<file path="config.mk">
export PLATFORM = sky130hd
export DESIGN_NAME = ep_irq_flags
export DESIGN_NICKNAME = d
export VERILOG_FILES = /design/src/hdl/ep_irq_pkg.sv /design/src/hdl/ep_irq_flags.sv /design/src/hdl/sticky_flags.sv /design/src/hdl/mask_gate.sv
export SDC_FILE = /design/constraint.sdc
export NUM_CORES = 1
export LEC_CHECK = 0
export BUFFER_PORTS_ARGS = -buffer_cell sky130_fd_sc_hd__buf_2
export CORE_ASPECT_RATIO = 2
export CORE_UTILIZATION = 50
export CTS_BUF_LIST = sky130_fd_sc_hd__clkbuf_8
export DETAILED_ROUTE_END_ITERATION = 8
export PLACE_DENSITY = 0.93
export REMOVE_ABC_BUFFERS = 1
export SKIP_LAST_GASP = 1
export SLEW_MARGIN = 30
export SYNTH_ARGS = -nofsm -noshare
export SYNTH_HDL_FRONTEND = slang
export SYNTH_SLANG_ARGS = --single-unit
export TNS_END_PERCENT = 5
</file>
<file path="constraint.sdc">
create_clock -name I_CORE_CLK -period 2.94 [get_ports I_CORE_CLK]
set_input_delay 0.588 -clock I_CORE_CLK [delete_from_list [all_inputs] [get_ports I_CORE_CLK]]
set_output_delay 0.588 -clock I_CORE_CLK [all_outputs]
set_load 0.05 [all_outputs]
</file>
<file path="src/hdl/ep_irq_pkg.sv">
/*
 * Shared constants and carriers for the endpoint interrupt flag block:
 * register offsets, field positions, reset values and the endpoint-0
 * event bundle.
 * Assumes a 32-bit word register port with byte addresses.
 */
package ep_irq_pkg;

	localparam int unsigned DATA_W   = 32;
	localparam int unsigned ADDR_W   = 8;
	localparam int unsigned EP_COUNT = 8;

	// Register byte offsets
	localparam logic [7:0] MAIN_IRQ_OFS = 8'h00;
	localparam logic [7:0] EP_EVENT_OFS = 8'h04;
	localparam logic [7:0] EP_MASK_OFS  = 8'h08;
	localparam logic [7:0] RX_ZERO_OFS  = 8'h0c;

	// Main interrupt register bit positions
	localparam int unsigned SETUP_BIT      = 0;
	localparam int unsigned STATUS_PKT_BIT = 1;
	localparam int unsigned STATUS_END_BIT = 2;
	localparam int unsigned RX_ZERO_BIT    = 3;
	localparam int unsigned EP_SUM_BIT     = 6;

	// Transfer-complete bits occupy 7..1 of the event register
	localparam int unsigned EP_FIRST = 1;

	// Values after reset
	localparam logic [7:0]  FLAGS_RST = 8'h00;
	localparam logic [7:0]  MASK_RST  = 8'h00;
	localparam logic [31:0] RDATA_RST = 32'h0000_0000;

	typedef enum logic [1:0] {
		ST_IDLE,
		ST_DATA,
		ST_STATUS
	} ep0_stage_e;

	// Endpoint-0 events from the packet engine, one-cycle pulses
	typedef struct packed {
		logic setup_tok;  // SETUP token taken
		logic token;      // IN or OUT token taken
		logic token_in;   // 1: IN token, 0: OUT token
		logic pkt_done;   // Packet handshake finished well
		logic pkt_in;     // 1: device sent it, 0: device received it
		logic pkt_zero;   // Packet had zero length
	} ep0_evt_s;

	// Register port request
	typedef struct packed {
		logic [ADDR_W-1:0] addr;
		logic [DATA_W-1:0] wdata;
		logic              wr;
		logic              rd;
	} reg_req_s;

endpackage

</file>
<file path="src/hdl/ep_irq_flags.sv">
/*
 * Interrupt flag and mask logic of a USB device controller: endpoint-0
 * control stage flags, endpoint 1-7 transfer-complete flags, per-endpoint
 * zero-length flags, the endpoint mask and two gated interrupt lines.
 * Assumes the packet engine runs on the core clock and sends one-cycle
 * event pulses, and that the command decoder outside sends the
 * setup-finish command as a one-cycle pulse.
 */
// How it works
// RQ1 - Status-done flag sets when endpoint 0's status stage ends well.
// RQ2 - Read ends on a received empty status packet, write on a sent one.
// RQ3 - Status-packet-arrived flag sets on a status packet in a control read.
// RQ4 - Software then issues setup-finish to move from data to status stage.
// RQ5 - Control write ended early: IN token of status stage sets same flag.
// RQ6 - Setup-received flag sets on every SETUP token at endpoint 0.
// RQ7 - Endpoints 1-7 set their transfer-complete bit 7..1 on good transfers.
// RQ8 - Transfer-complete bit reads 0 before data moves, 1 after.
// RQ9 - Mask register holds bits 7..0; 0 passes a flag, 1 blocks it.
// RQ10 - Mask gates transfer flags to one line, zero-length flags to another.
// RQ11 - Masked endpoint still sets transfer bit but does not raise line.
// RQ12 - Masked endpoint still sets zero-length bit but does not raise line.
// RQ13 - Mask bit 0 acts only on the zero-length path.
// RQ14 - Writing one to endpoint summary bit clears the whole event register.
// RQ15 - Endpoint 0 zero-length bit sets in data stage only, never status.
// RQ16 - Endpoint line high while unmasked transfer bit set; all reset to 0.
`timescale 1ns/1ps
module ep_irq_flags
	import ep_irq_pkg::*;
(
	input  wire logic                        I_CORE_CLK,    // Core clock
	input  wire logic                        I_RST_N,       // Sync reset
	input  wire ep_irq_pkg::reg_req_s        I_REG,         // Register port
	output logic [ep_irq_pkg::DATA_W-1:0]    O_RDATA,       // Read data
	input  wire ep_irq_pkg::ep0_evt_s        I_EP0_EVT,     // EP0 events
	input  wire logic                        I_CTRL_READ,   // EP0 is a read
	input  wire logic                        I_SETUP_FIN,   // Setup-finish
	input  wire logic [7:1]                  I_XFER_DONE,   // EP1-7 done
	input  wire logic [7:1]                  I_ZLP_RX,      // EP1-7 zero len
	output logic                             O_SETUP_IRQ,   // Setup flag
	output logic                             O_STAT_PKT_IRQ,// Status packet
	output logic                             O_STAT_END_IRQ,// Status done
	output logic                             O_EP_IRQ,      // Endpoint line
	output logic                             O_RX_ZERO_IRQ, // Zero-len line
	output ep_irq_pkg::ep0_stage_e           O_EP0_STAGE    // EP0 stage
);

	import ep_irq_pkg::*;

	// Register select from a byte address, all zero when unmapped
	function automatic logic [3:0] reg_sel(input logic [ADDR_W-1:0] addr);
		logic [3:0] sel;
		sel = 4'h0;
		if (addr == MAIN_IRQ_OFS) begin
			sel[0] = 1'b1;
		end else if (addr == EP_EVENT_OFS) begin
			sel[1] = 1'b1;
		end else if (addr == EP_MASK_OFS) begin
			sel[2] = 1'b1;
		end else if (addr == RX_ZERO_OFS) begin
			sel[3] = 1'b1;
		end
		return sel;
	endfunction

	// Register port decode, shared by write and read paths
	logic [3:0] addr_sel;
	logic       wr_main;
	logic       wr_event;
	logic       wr_mask;
	logic       wr_rx0;
	logic       rd_hit;

	assign addr_sel = reg_sel(I_REG.addr);

	always_comb begin
		wr_main  = 1'b0;
		wr_event = 1'b0;
		wr_mask  = 1'b0;
		wr_rx0   = 1'b0;
		if (I_REG.wr) begin
			if (addr_sel[0]) begin
				wr_main = 1'b1;
			end else if (addr_sel[1]) begin
				wr_event = 1'b1;
			end else if (addr_sel[2]) begin
				wr_mask = 1'b1;
			end else if (addr_sel[3]) begin
				wr_rx0 = 1'b1;
			end
		end
	end

	// Endpoint-0 stage tracking
	ep0_stage_e stage_q;
	ep0_stage_e stage_d;
	logic       status_pkt_ev;
	logic       status_end_ev;
	logic       ep0_zlp_ev;

	always_comb begin
		stage_d       = stage_q;
		status_pkt_ev = 1'b0;
		status_end_ev = 1'b0;
		ep0_zlp_ev    = 1'b0;
		case (stage_q)
			ST_IDLE: begin
			end
			ST_DATA: begin
				// Read: OUT token means host moved to status
				if (I_EP0_EVT.token && I_CTRL_READ
				    && !I_EP0_EVT.token_in) begin
					status_pkt_ev = 1'b1; // RQ3
				end
				// Write: IN token after data sets the flag; stage stays ST_DATA
				if (I_EP0_EVT.token && !I_CTRL_READ
				    && I_EP0_EVT.token_in) begin
					status_pkt_ev = 1'b1; // RQ5
				end
				// Zero-length data in the data stage only
				if (I_EP0_EVT.pkt_done && I_EP0_EVT.pkt_zero
				    && !I_EP0_EVT.pkt_in) begin
					ep0_zlp_ev = 1'b1; // RQ15
				end
				if (I_SETUP_FIN) begin
					stage_d = ST_STATUS; // RQ4
				end
			end
			ST_STATUS: begin
				// Read ends on a received, write on a sent empty packet
				if (I_EP0_EVT.pkt_done && I_EP0_EVT.pkt_zero
				    && (I_EP0_EVT.pkt_in != I_CTRL_READ)) begin
					status_end_ev = 1'b1; // RQ2
					stage_d       = ST_IDLE;
				end
			end
			default: begin
				stage_d = ST_IDLE;
			end
		endcase
		// A new SETUP restarts the transfer from any stage
		if (I_EP0_EVT.setup_tok) begin
			stage_d = ST_DATA;
		end
	end

	always_ff @(posedge I_CORE_CLK) begin
		if (!I_RST_N) begin
			stage_q <= ST_IDLE;
		end else begin
			stage_q <= stage_d;
		end
	end

	// Main interrupt register flags, write one to clear
	logic setup_q;
	logic stat_pkt_q;
	logic stat_end_q;
	logic ep_sum_q;
	logic rx_sum_q;
	logic main_clr_setup;
	logic main_clr_pkt;
	logic main_clr_end;
	logic main_clr_ep;
	logic main_clr_rx;

	assign main_clr_setup = wr_main && I_REG.wdata[SETUP_BIT];
	assign main_clr_pkt   = wr_main && I_REG.wdata[STATUS_PKT_BIT];
	assign main_clr_end   = wr_main && I_REG.wdata[STATUS_END_BIT];
	assign main_clr_ep    = wr_main && I_REG.wdata[EP_SUM_BIT];
	assign main_clr_rx    = wr_main && I_REG.wdata[RX_ZERO_BIT];

	// Set wins over a clear in the same cycle
	always_ff @(posedge I_CORE_CLK) begin
		if (!I_RST_N) begin
			setup_q <= 1'b0;
		end else begin
			setup_q <= (setup_q & ~main_clr_setup)
			           | I_EP0_EVT.setup_tok; // RQ6
		end
	end

	always_ff @(posedge I_CORE_CLK) begin
		if (!I_RST_N) begin
			stat_pkt_q <= 1'b0;
		end else begin
			stat_pkt_q <= (stat_pkt_q & ~main_clr_pkt)
			              | status_pkt_ev; // RQ3
		end
	end

	always_ff @(posedge I_CORE_CLK) begin
		if (!I_RST_N) begin
			stat_end_q <= 1'b0;
		end else begin
			stat_end_q <= (stat_end_q & ~main_clr_end)
			              | status_end_ev; // RQ1
		end
	end

	// Zero-length events, endpoint 0 gated by stage
	logic [7:0] zlp_set;

	assign zlp_set = {I_ZLP_RX, ep0_zlp_ev};

	always_ff @(posedge I_CORE_CLK) begin
		if (!I_RST_N) begin
			ep_sum_q <= 1'b0;
			rx_sum_q <= 1'b0;
		end else begin
			ep_sum_q <= (ep_sum_q & ~main_clr_ep) | (|I_XFER_DONE);
			rx_sum_q <= (rx_sum_q & ~main_clr_rx) | (|zlp_set);
		end
	end

	// Endpoint event register: bit 0 never sets
	logic [7:0] ev_set;
	logic [7:0] ev_clr;
	logic [7:0] ev_flags;

	assign ev_set = {I_XFER_DONE, 1'b0}; // RQ7
	// Summary write clears every bit; direct write clears per bit
	assign ev_clr = {8{main_clr_ep}}     // RQ14
	                | (wr_event ? I_REG.wdata[7:0] : 8'h00);

	sticky_flags #(
		.WIDTH (EP_COUNT),
		.RST   (FLAGS_RST)
	) u_ev_flags (
		.i_clk   (I_CORE_CLK),
		.i_rst_n (I_RST_N),
		.i_set   (ev_set),
		.i_clr   (ev_clr),
		.o_flags (ev_flags) // RQ8
	);

	// Zero-length received register
	logic [7:0] rx_clr;
	logic [7:0] rx_flags;

	assign rx_clr = {8{main_clr_rx}}
	                | (wr_rx0 ? I_REG.wdata[7:0] : 8'h00);

	sticky_flags #(
		.WIDTH (EP_COUNT),
		.RST   (FLAGS_RST)
	) u_rx_flags (
		.i_clk   (I_CORE_CLK),
		.i_rst_n (I_RST_N),
		.i_set   (zlp_set),
		.i_clr   (rx_clr),
		.o_flags (rx_flags)
	);

	// Endpoint mask register
	logic [7:0] mask_q;

	always_ff @(posedge I_CORE_CLK) begin
		if (!I_RST_N) begin
			mask_q <= MASK_RST; // RQ16
		end else if (wr_mask) begin
			mask_q <= I_REG.wdata[7:0]; // RQ9
		end
	end

	// Mask does not stop flags from setting, only the lines
	logic [7:0] ev_mask;

	// Bit 0 has no transfer flag, so the endpoint path ignores it
	assign ev_mask = {mask_q[7:1], 1'b1}; // RQ13

	mask_gate #(
		.WIDTH (EP_COUNT)
	) u_ep_line (
		.i_clk   (I_CORE_CLK),
		.i_rst_n (I_RST_N),
		.i_flags (ev_flags),
		.i_mask  (ev_mask),
		.o_line  (O_EP_IRQ) // RQ10 RQ11 RQ16
	);

	mask_gate #(
		.WIDTH (EP_COUNT)
	) u_rx_line (
		.i_clk   (I_CORE_CLK),
		.i_rst_n (I_RST_N),
		.i_flags (rx_flags),
		.i_mask  (mask_q),
		.o_line  (O_RX_ZERO_IRQ) // RQ10 RQ12
	);

	// Read data, valid only in the cycle after the read strobe
	logic [DATA_W-1:0] rdata_q;
	logic [DATA_W-1:0] rdata_d;
	logic [DATA_W-1:0] main_word;

	always_comb begin
		main_word                 = RDATA_RST;
		main_word[SETUP_BIT]      = setup_q;
		main_word[STATUS_PKT_BIT] = stat_pkt_q;
		main_word[STATUS_END_BIT] = stat_end_q;
		main_word[RX_ZERO_BIT]    = rx_sum_q;
		main_word[EP_SUM_BIT]     = ep_sum_q;
	end

	always_comb begin
		rdata_d = RDATA_RST;
		rd_hit  = 1'b0;
		if (I_REG.rd) begin
			if (addr_sel[0]) begin
				rdata_d = main_word;
				rd_hit  = 1'b1;
			end else if (addr_sel[1]) begin
				rdata_d = {24'h00_0000, ev_flags};
				rd_hit  = 1'b1;
			end else if (addr_sel[2]) begin
				rdata_d = {24'h00_0000, mask_q};
				rd_hit  = 1'b1;
			end else if (addr_sel[3]) begin
				rdata_d = {24'h00_0000, rx_flags};
				rd_hit  = 1'b1;
			end
		end
		// Unmapped reads answer zero
		if (!rd_hit) begin
			rdata_d = RDATA_RST;
		end
	end

	always_ff @(posedge I_CORE_CLK) begin
		if (!I_RST_N) begin
			rdata_q <= RDATA_RST;
		end else begin
			rdata_q <= rdata_d;
		end
	end

	assign O_RDATA        = rdata_q;
	assign O_SETUP_IRQ    = setup_q;
	assign O_STAT_PKT_IRQ = stat_pkt_q;
	assign O_STAT_END_IRQ = stat_end_q;
	assign O_EP0_STAGE    = stage_q;

endmodule

</file>
<file path="src/hdl/sticky_flags.sv">
/*
 * Bank of sticky flags: hardware sets, software clears by writing one.
 * Assumes set and clear pulses are on the same clock.
 */
`timescale 1ns/1ps
module sticky_flags #(
	parameter int unsigned           WIDTH = 8,
	parameter logic [WIDTH-1:0]      RST   = '0
) (
	input  wire logic             i_clk,    // Core clock
	input  wire logic             i_rst_n,  // Sync reset, active low
	input  wire logic [WIDTH-1:0] i_set,    // Set pulses
	input  wire logic [WIDTH-1:0] i_clr,    // Clear pulses
	output logic      [WIDTH-1:0] o_flags   // Flag state
);

	logic [WIDTH-1:0] flags_q;
	logic [WIDTH-1:0] flags_d;

	// A set in the clearing cycle is kept
	assign flags_d = (flags_q & ~i_clr) | i_set;

	always_ff @(posedge i_clk) begin
		if (!i_rst_n) begin
			flags_q <= RST;
		end else begin
			flags_q <= flags_d;
		end
	end

	assign o_flags = flags_q;

endmodule

</file>
<file path="src/hdl/mask_gate.sv">
/*
 * Gates flags by mask bits (0 passes, 1 blocks) onto one registered line.
 * Assumes flags and mask share the core clock.
 */
`timescale 1ns/1ps
module mask_gate #(
	parameter int unsigned WIDTH = 8
) (
	input  wire logic             i_clk,    // Core clock
	input  wire logic             i_rst_n,  // Sync reset, active low
	input  wire logic [WIDTH-1:0] i_flags,  // Flags to gate
	input  wire logic [WIDTH-1:0] i_mask,   // 1 blocks the flag
	output logic                  o_line    // Registered interrupt line
);

	logic line_q;

	always_ff @(posedge i_clk) begin
		if (!i_rst_n) begin
			line_q <= 1'b0;
		end else begin
			line_q <= |(i_flags & ~i_mask);
		end
	end

	assign o_line = line_q;

endmodule

</file>
## After elaboration in Yosys (flattened, before gate mapping)

Index checks and enable logic that the tools add are counted.

- Output and inout bits: 39
- Input bits: 66
- Word-level logic and storage cells: 126
- Register bits: 65

- Equality and inequality tests: 11
- Muxes and demuxes: 42
- Bitwise gates (word level): 31
- Reductions and logical operators: 27

Operators with widths:

| kind | number |
|---|---|
| 8-bit two-way mux | 5 |
| 8-bit AND | 4 |
| 8-bit NOT | 4 |
| 8-bit OR | 4 |
| 1-bit two-way mux | 31 |
| 8-bit OR reduction | 3 |
| 8-bit by 4-bit equality test with 1-bit output (second input constant) | 2 |
| 1-bit logical AND | 12 |
| 1-bit NOT | 9 |
| 3-bit AND reduction | 3 |
| 8-bit by 3-bit equality test with 1-bit output (second input constant) | 1 |
| 8-bit logical NOT | 1 |
| 7-bit two-way mux | 1 |
| 7-bit OR reduction | 1 |
| 2-bit two-way mux | 3 |
| 2-bit inequality test (second input constant) | 3 |
| 3-bit inequality test (second input constant) | 2 |
| 2-bit one-hot mux with 3 select lines | 1 |
| 6-bit OR reduction | 1 |
| 1-bit AND | 5 |
| 1-bit OR | 5 |
| 4-bit OR reduction | 1 |
| 1-bit logical NOT | 3 |
| 3-bit two-way mux | 1 |
| 5 further kinds | 5 |

## Depth between registers and ports, before layout

- Depth in word-level cells: 15
- Depth in mapped cells: 5
- Mapped depth without buffers: 3

## By module

Synthesis repeated with hierarchy kept, for this count alone.

- Cell total of the unflattened synthesis: 257
- Area total of the unflattened synthesis: 2389.8 um^2

Modules (own cells, without submodules):

| module | cells each | area each (um^2) | instances |
|---|---|---|---|
| ep_irq_flags | 179 | 1541.5 | 1 |
| sticky_flags | 25 | 337.8 | 2 |
| mask_gate | 14 | 86.3 | 2 |

## Worst setup path before layout

No wires, ideal clock.

- Path type: input to register
- Start point: input I_REG[39] (netlist bit)
- End point: register u_rx_flags.flags_q[0] (netlist: u_rx_flags.o_flags[0])
- Cell stages on the path: 5
- Setup slack: 1.067 ns
- Data arrival time: 1.734 ns
- Data required time: 2.801 ns
- Path buffers: 2
- Library setup time: 0.139 ns
- Path through: or4_4 buf_2 buf_6 o31ai_1 o22ai_1

- Word-level cells in the longest chain between the ends: 15
- Elaborated cells on any way between the ends: 24
- Those cells by class: 3 x eq/ne; 15 x mux; 4 x bitwise; 2 x reduce/logical

RTL lines:

| element | RTL line | RTL |
|---|---|---|
| start, declared | ep_irq_flags.sv:32 | `input wire ep_irq_pkg::reg_req_s I_REG,` |
| 8-bit by 4-bit equality test with 1-bit output | ep_irq_flags.sv:59 | `end else if (addr == RX_ZERO_OFS) begin` |
| 1-bit two-way mux | ep_irq_flags.sv:59 |  |
| 1-bit two-way mux | ep_irq_flags.sv:57 | `end else if (addr == EP_MASK_OFS) begin` |
| 2-bit two-way mux | ep_irq_flags.sv:55 | `end else if (addr == EP_EVENT_OFS) begin` |
| 3-bit two-way mux | ep_irq_flags.sv:53 | `if (addr == MAIN_IRQ_OFS) begin` |
| 1-bit two-way mux | ep_irq_flags.sv:87 | `end else if (addr_sel[3]) begin` |
| 1-bit two-way mux | ep_irq_flags.sv:85 | `end else if (addr_sel[2]) begin` |
| 1-bit two-way mux | ep_irq_flags.sv:83 | `end else if (addr_sel[1]) begin` |
| 1-bit two-way mux | ep_irq_flags.sv:81 | `if (addr_sel[0]) begin` |
| 1-bit two-way mux | ep_irq_flags.sv:80 | `if (I_REG.wr) begin` |
| 8-bit two-way mux | ep_irq_flags.sv:241 | `\| (wr_rx0 ? I_REG.wdata[7:0] : 8'h00);` |
| 8-bit OR (*) | ep_irq_flags.sv:241 |  |
| 8-bit NOT (*) | sticky_flags.sv:21 | `assign flags_d = (flags_q & ~i_clr) \| i_set;` |
| 8-bit AND (*) | sticky_flags.sv:21 |  |
| 8-bit OR (*) | sticky_flags.sv:21 |  |
| end signal, assigned | sticky_flags.sv:27 | `flags_q <= flags_d;` |
| end, declared | sticky_flags.sv:17 | `logic [WIDTH-1:0] flags_q;` |

Every way passes the cells marked *; elsewhere a longest branch is shown, timed or not.
A chain may end at the register's enable or synchronous reset.

## Worst setup path after layout

- Start point: input I_REG[39] (netlist bit)
- End point: register u_ev_flags.flags_q[2] (netlist: u_ev_flags.o_flags[2])

- Word-level cells in the longest chain between the ends: 11
- Elaborated cells on any way between the ends: 16
- Those cells by class: 1 x eq/ne; 9 x mux; 4 x bitwise; 2 x reduce/logical

RTL lines:

| element | RTL line | RTL |
|---|---|---|
| 8-bit by 3-bit equality test with 1-bit output | ep_irq_flags.sv:55 |  |
| 1-bit two-way mux | ep_irq_flags.sv:55 |  |
| 3-bit two-way mux | ep_irq_flags.sv:53 |  |
| 1-bit two-way mux | ep_irq_flags.sv:83 |  |
| 1-bit two-way mux | ep_irq_flags.sv:81 |  |
| 1-bit two-way mux | ep_irq_flags.sv:80 |  |
| 8-bit two-way mux | ep_irq_flags.sv:223 | `\| (wr_event ? I_REG.wdata[7:0] : 8'h00);` |
| 8-bit OR (*) | ep_irq_flags.sv:223 |  |
| 8-bit NOT (*) | sticky_flags.sv:21 |  |
| 8-bit AND (*) | sticky_flags.sv:21 |  |
| 8-bit OR (*) | sticky_flags.sv:21 |  |
| end signal, assigned | sticky_flags.sv:27 |  |
| end, declared | sticky_flags.sv:17 |  |

Marks and branches as above.

==> results list <==
* Outcome: finished clean
- Measured against its own limit, the worst slew margin works out to 52.12%.
- The die covers 4651 µm².
* Worst-Margin Slew: 716.7 ps
* Post-layout nets: 360
- VDD sags by at most 380.9 µV.
- Final-layout worst hold slack: 476.1 ps
* Area growth syn-to-layout: 13.93%
- CP Cell Sequence: buf_2 > or4_4 > o31a_1 > a32o_1
- Delay of the slowest cell on the worst path: 680 ps
- I/O pin count: 105
- Length of the first detailed-routing pass in iterations: 6
* Number of DRC markers in iteration 0: 161
* Synthesized netlist cell count: 242
- Entering global routing, the biggest net connects 23 pins.
* Share of flip-flops with an asynchronous set or reset: 0%
- By area the synthesized netlist is led by dfxtp_1 38%, buf_4 8.6%, o31ai_1 5.8%.
- Top_reg_cell synth: dfxtp_1
- Portion of the clock cycle consumed by the worst path in the final layout: 67.45%
* Number of pins with negative max-slew slack in the final report: 0
- Average detailed-routed wire length per instance: 17.95 µm
* Critical path capture point type: register
* Share of the synthesized area in the top cell type: 37.59%
* Count of final setup violators: 0
- Hold Crit Depth: 2
- Once detail routing completed, the nets flagged for antenna violations numbered 0.
- Sequential cells were found to cover 37.59% of the synthesized design area.
* Die width: 48.73 µm
- Slowest stage cell, crit path: or4_4
- For the final database, setup skew stands at 5.929 ps.
- Total of max-cap violations: 0
- Post-Route Setup TNS: 0 ps
- The core region is 4129 µm².
- At the end of routability-driven placement, the weighted congestion stood at 0.9424.
* Static Leakage: 1.002 nW
- Counting instances in the post-synthesis netlist gives the leading cell types as 41 x dfxtp_1, 25 x buf_4, 17 x o31ai_1.
- Setup repair after global routing left no endpoint under its margin.
* # resized after CTS: 0
- STA classifies the critical path startpoint as a primary input.
- At the later pin of the worst-skew pair, clock insertion delay measures 300 ps.
- 0 antenna diodes ended up in the layout.
- In this run the number of H-tree levels came out at 2.
- Detailed routing inserted a total of 2,163 vias.
- First-pass GRT wire length: 9494 µm
- Clk sink count: 41
* TritonCTS clock tree: built
- In this run the mean area of a mapped cell was 9.022 µm².
- Summing every instance area after synthesis gives 2183 µm².
* Detailed-route wire length on metal 1: 2044 µm
- In this run the core area contains 33 standard-cell rows.
* Maximum frequency from static timing analysis: 504.3 MHz
- Via count of the first global-routing pass: 2,060
* Buffer count from post-CTS setup fixing: 0
- After synthesis the netlist holds a flip-flop and latch count of 41.
- In this run, synthesis inferred 0 flip-flops with an integrated enable.
* Hold buffer count at cts: 0
* Total length of routed met2 wires: 3276 µm
- Dominant delay contributor by cell family on the critical path: compound AO/OA/AOI/OAI gates
- Worst Path Class, Setup: in -> reg
- Buffers placed on the I/O ports in this run total 56.
- The number of buffers and inverters on the critical path is 1.
* DR top layer: met4
- The routed design has 6210 µm of wire.
- Detail Placement HPWL: 4484 µm
- Vias/cell: 6.251
- In the post-synthesis netlist, the cell with the most instances is dfxtp_1.
- All-Layer GR Usage: 27.19%
- The path class of the tightest hold or removal check is in -> reg.
- Buffer type at the clock tree root: clkbuf_8
- For this configuration, the core starts out at a cell density of 52.88%.
- Data arrival time of the critical path: 2170 ps
- Number of antenna violations at the first check in global routing: 0
- The worst register-to-register path has a depth of 3.
* Critical R2R Launch: O_EP0_STAGE[1]
- The worst hold path begins at I_EP0_EVT[5].
- Crit path time final: 1983 ps
* Clock transition at the registers of the reported paths: 70 ps
- Yosys Warn Count: 0
- In this run the number of cells on the critical path is 4.
- At the worst endpoint, the required time is 3130 ps.
- Along the worst path, the maximum fanout reaches 21.
* GRT Residual Overflow: 0
- Number of hold violations in the final report: 0
* Cell area power density: 488.9 nW/µm²
- Ratio of cells with drive above 1 in the final layout: 28.23%
- The clock passes through at most 2 buffers.
* Clock buffers created by TritonCTS: 5
- Cell taking the most area after synthesis: dfxtp_1
- After detailed routing, the number of remaining DRC violations is 0.
- Met3 layer wire length in the routed design: 476 µm
- Netlist cell types: 46
* First element of the critical path: I_REG[39]
- The floorplan step set the die height to 95.45 µm.
[worst reg2reg max path: stages, from the launching register on]
cell and delay, ps:
dfxtp_1 370, nor2b_1 170, nor3b_1 350, o21a_1 190
[metal layers]
| metal | track usage (%) | vias up |
|---|---|---|
| li1 | - | 964 |
| met1 | 26.21 | 1006 |
| met2 | 49.65 | 145 |
| met3 | 4.625 | 48 |
| met4 | 22.30 | 0 |
| met5 | 0 | - |
[through the flow]
| stage | area (µm²) | cells | setup slack, ps | power, mW | util, % |
|---|---|---|---|---|---|
| global route | 2487 | 346 | 930.8 | 1.249 | 60.24 |
| detailed placement | 2401 | 339 | 679.4 | 0.8544 | 58.15 |
| CTS | 2487 | 346 | 976.3 | 1.210 | 60.24 |
| floorplan | 2011 | 225 | 736.8 | 0.7651 | - |
| finish | 2487 | 346 | 957.0 | 1.216 | 60.24 |
| global placement | 2401 | 339 | 686.0 | 0.8493 | 58.15 |
[path summary, 6_finish.rpt]
check	endpoint	slack [ps]
worst max-delay path	u_ev_flags.o_flags[2]	960
worst min-delay path	O_EP0_STAGE[1]	480
worst max register to register	O_STAT_END_IRQ	1800
worst min register to register	O_RDATA[6]	480
[logic make-up after synthesis]
| logic type | count (synthesis) | synth area share [%] |
|---|---|---|
| compound gates | 69 | 22.41 |
| other cells | 1 | 0.1718 |
| xor+xnor | 3 | 1.204 |
| flops | 41 | 37.59 |
| buf+inv | 53 | 14.10 |
| mux | 8 | 6.189 |
| simple gates | 67 | 18.34 |
[layout make-up]
type | instances | area (µm²)
fill | 375 | 1642
multi-input combinational | 171 | 1141
sequential | 41 | 820.8
timing repair buffer | 62 | 325.3
clock buffer | 6 | 82.58
tap | 52 | 65.06
inverter | 13 | 48.80
clock inverter | 1 | 3.754
[flip-flops by register name, indices dropped and copies added, names as in the netlist]
signal and flops:
mask_q 8, O_EP0_STAGE 2, u_ev_flags.o_flags 8, O_RDATA 8, O_SETUP_IRQ 1, ep_sum_q 1, O_STAT_END_IRQ 1, u_rx_flags.o_flags 8
u_ep_line.o_line 1, rx_sum_q 1, u_rx_line.o_line 1, O_STAT_PKT_IRQ 1
[where the power goes]
group | switching, mW | internal [mW]
registers | 0.0198 | 0.580
logic | 0.176 | 0.0729
clock network | 0.185 | 0.183
total | 0.381 | 0.835
[cell usage in the layout (no fill, tap or decap), drive strengths merged, types with 2 or more instances in the layout]
master  netlist  layout
a32o          6       6
a31oi         5       5
nor3          2       2
o21a          2       2
nor2b         7       7
conb          1      24
o21ai        10      10
xnor2         2       2
nand3         7       7
buf          33      62
nor2          5       5
a22oi         9       9
dfxtp        41      41
nor3b         2       2
o31ai        18      18
nor4          4       4
a41oi         3       3
mux4          4       4
nand4        16      16
a21oi        10      10
a211oi        2       2
or4           2       2
or3b          3       3
mux2          4       4
inv          13      14
clkbuf        7       6
nand2        11      11
nand2b        2       2
(Power assumes the default switching activity.)
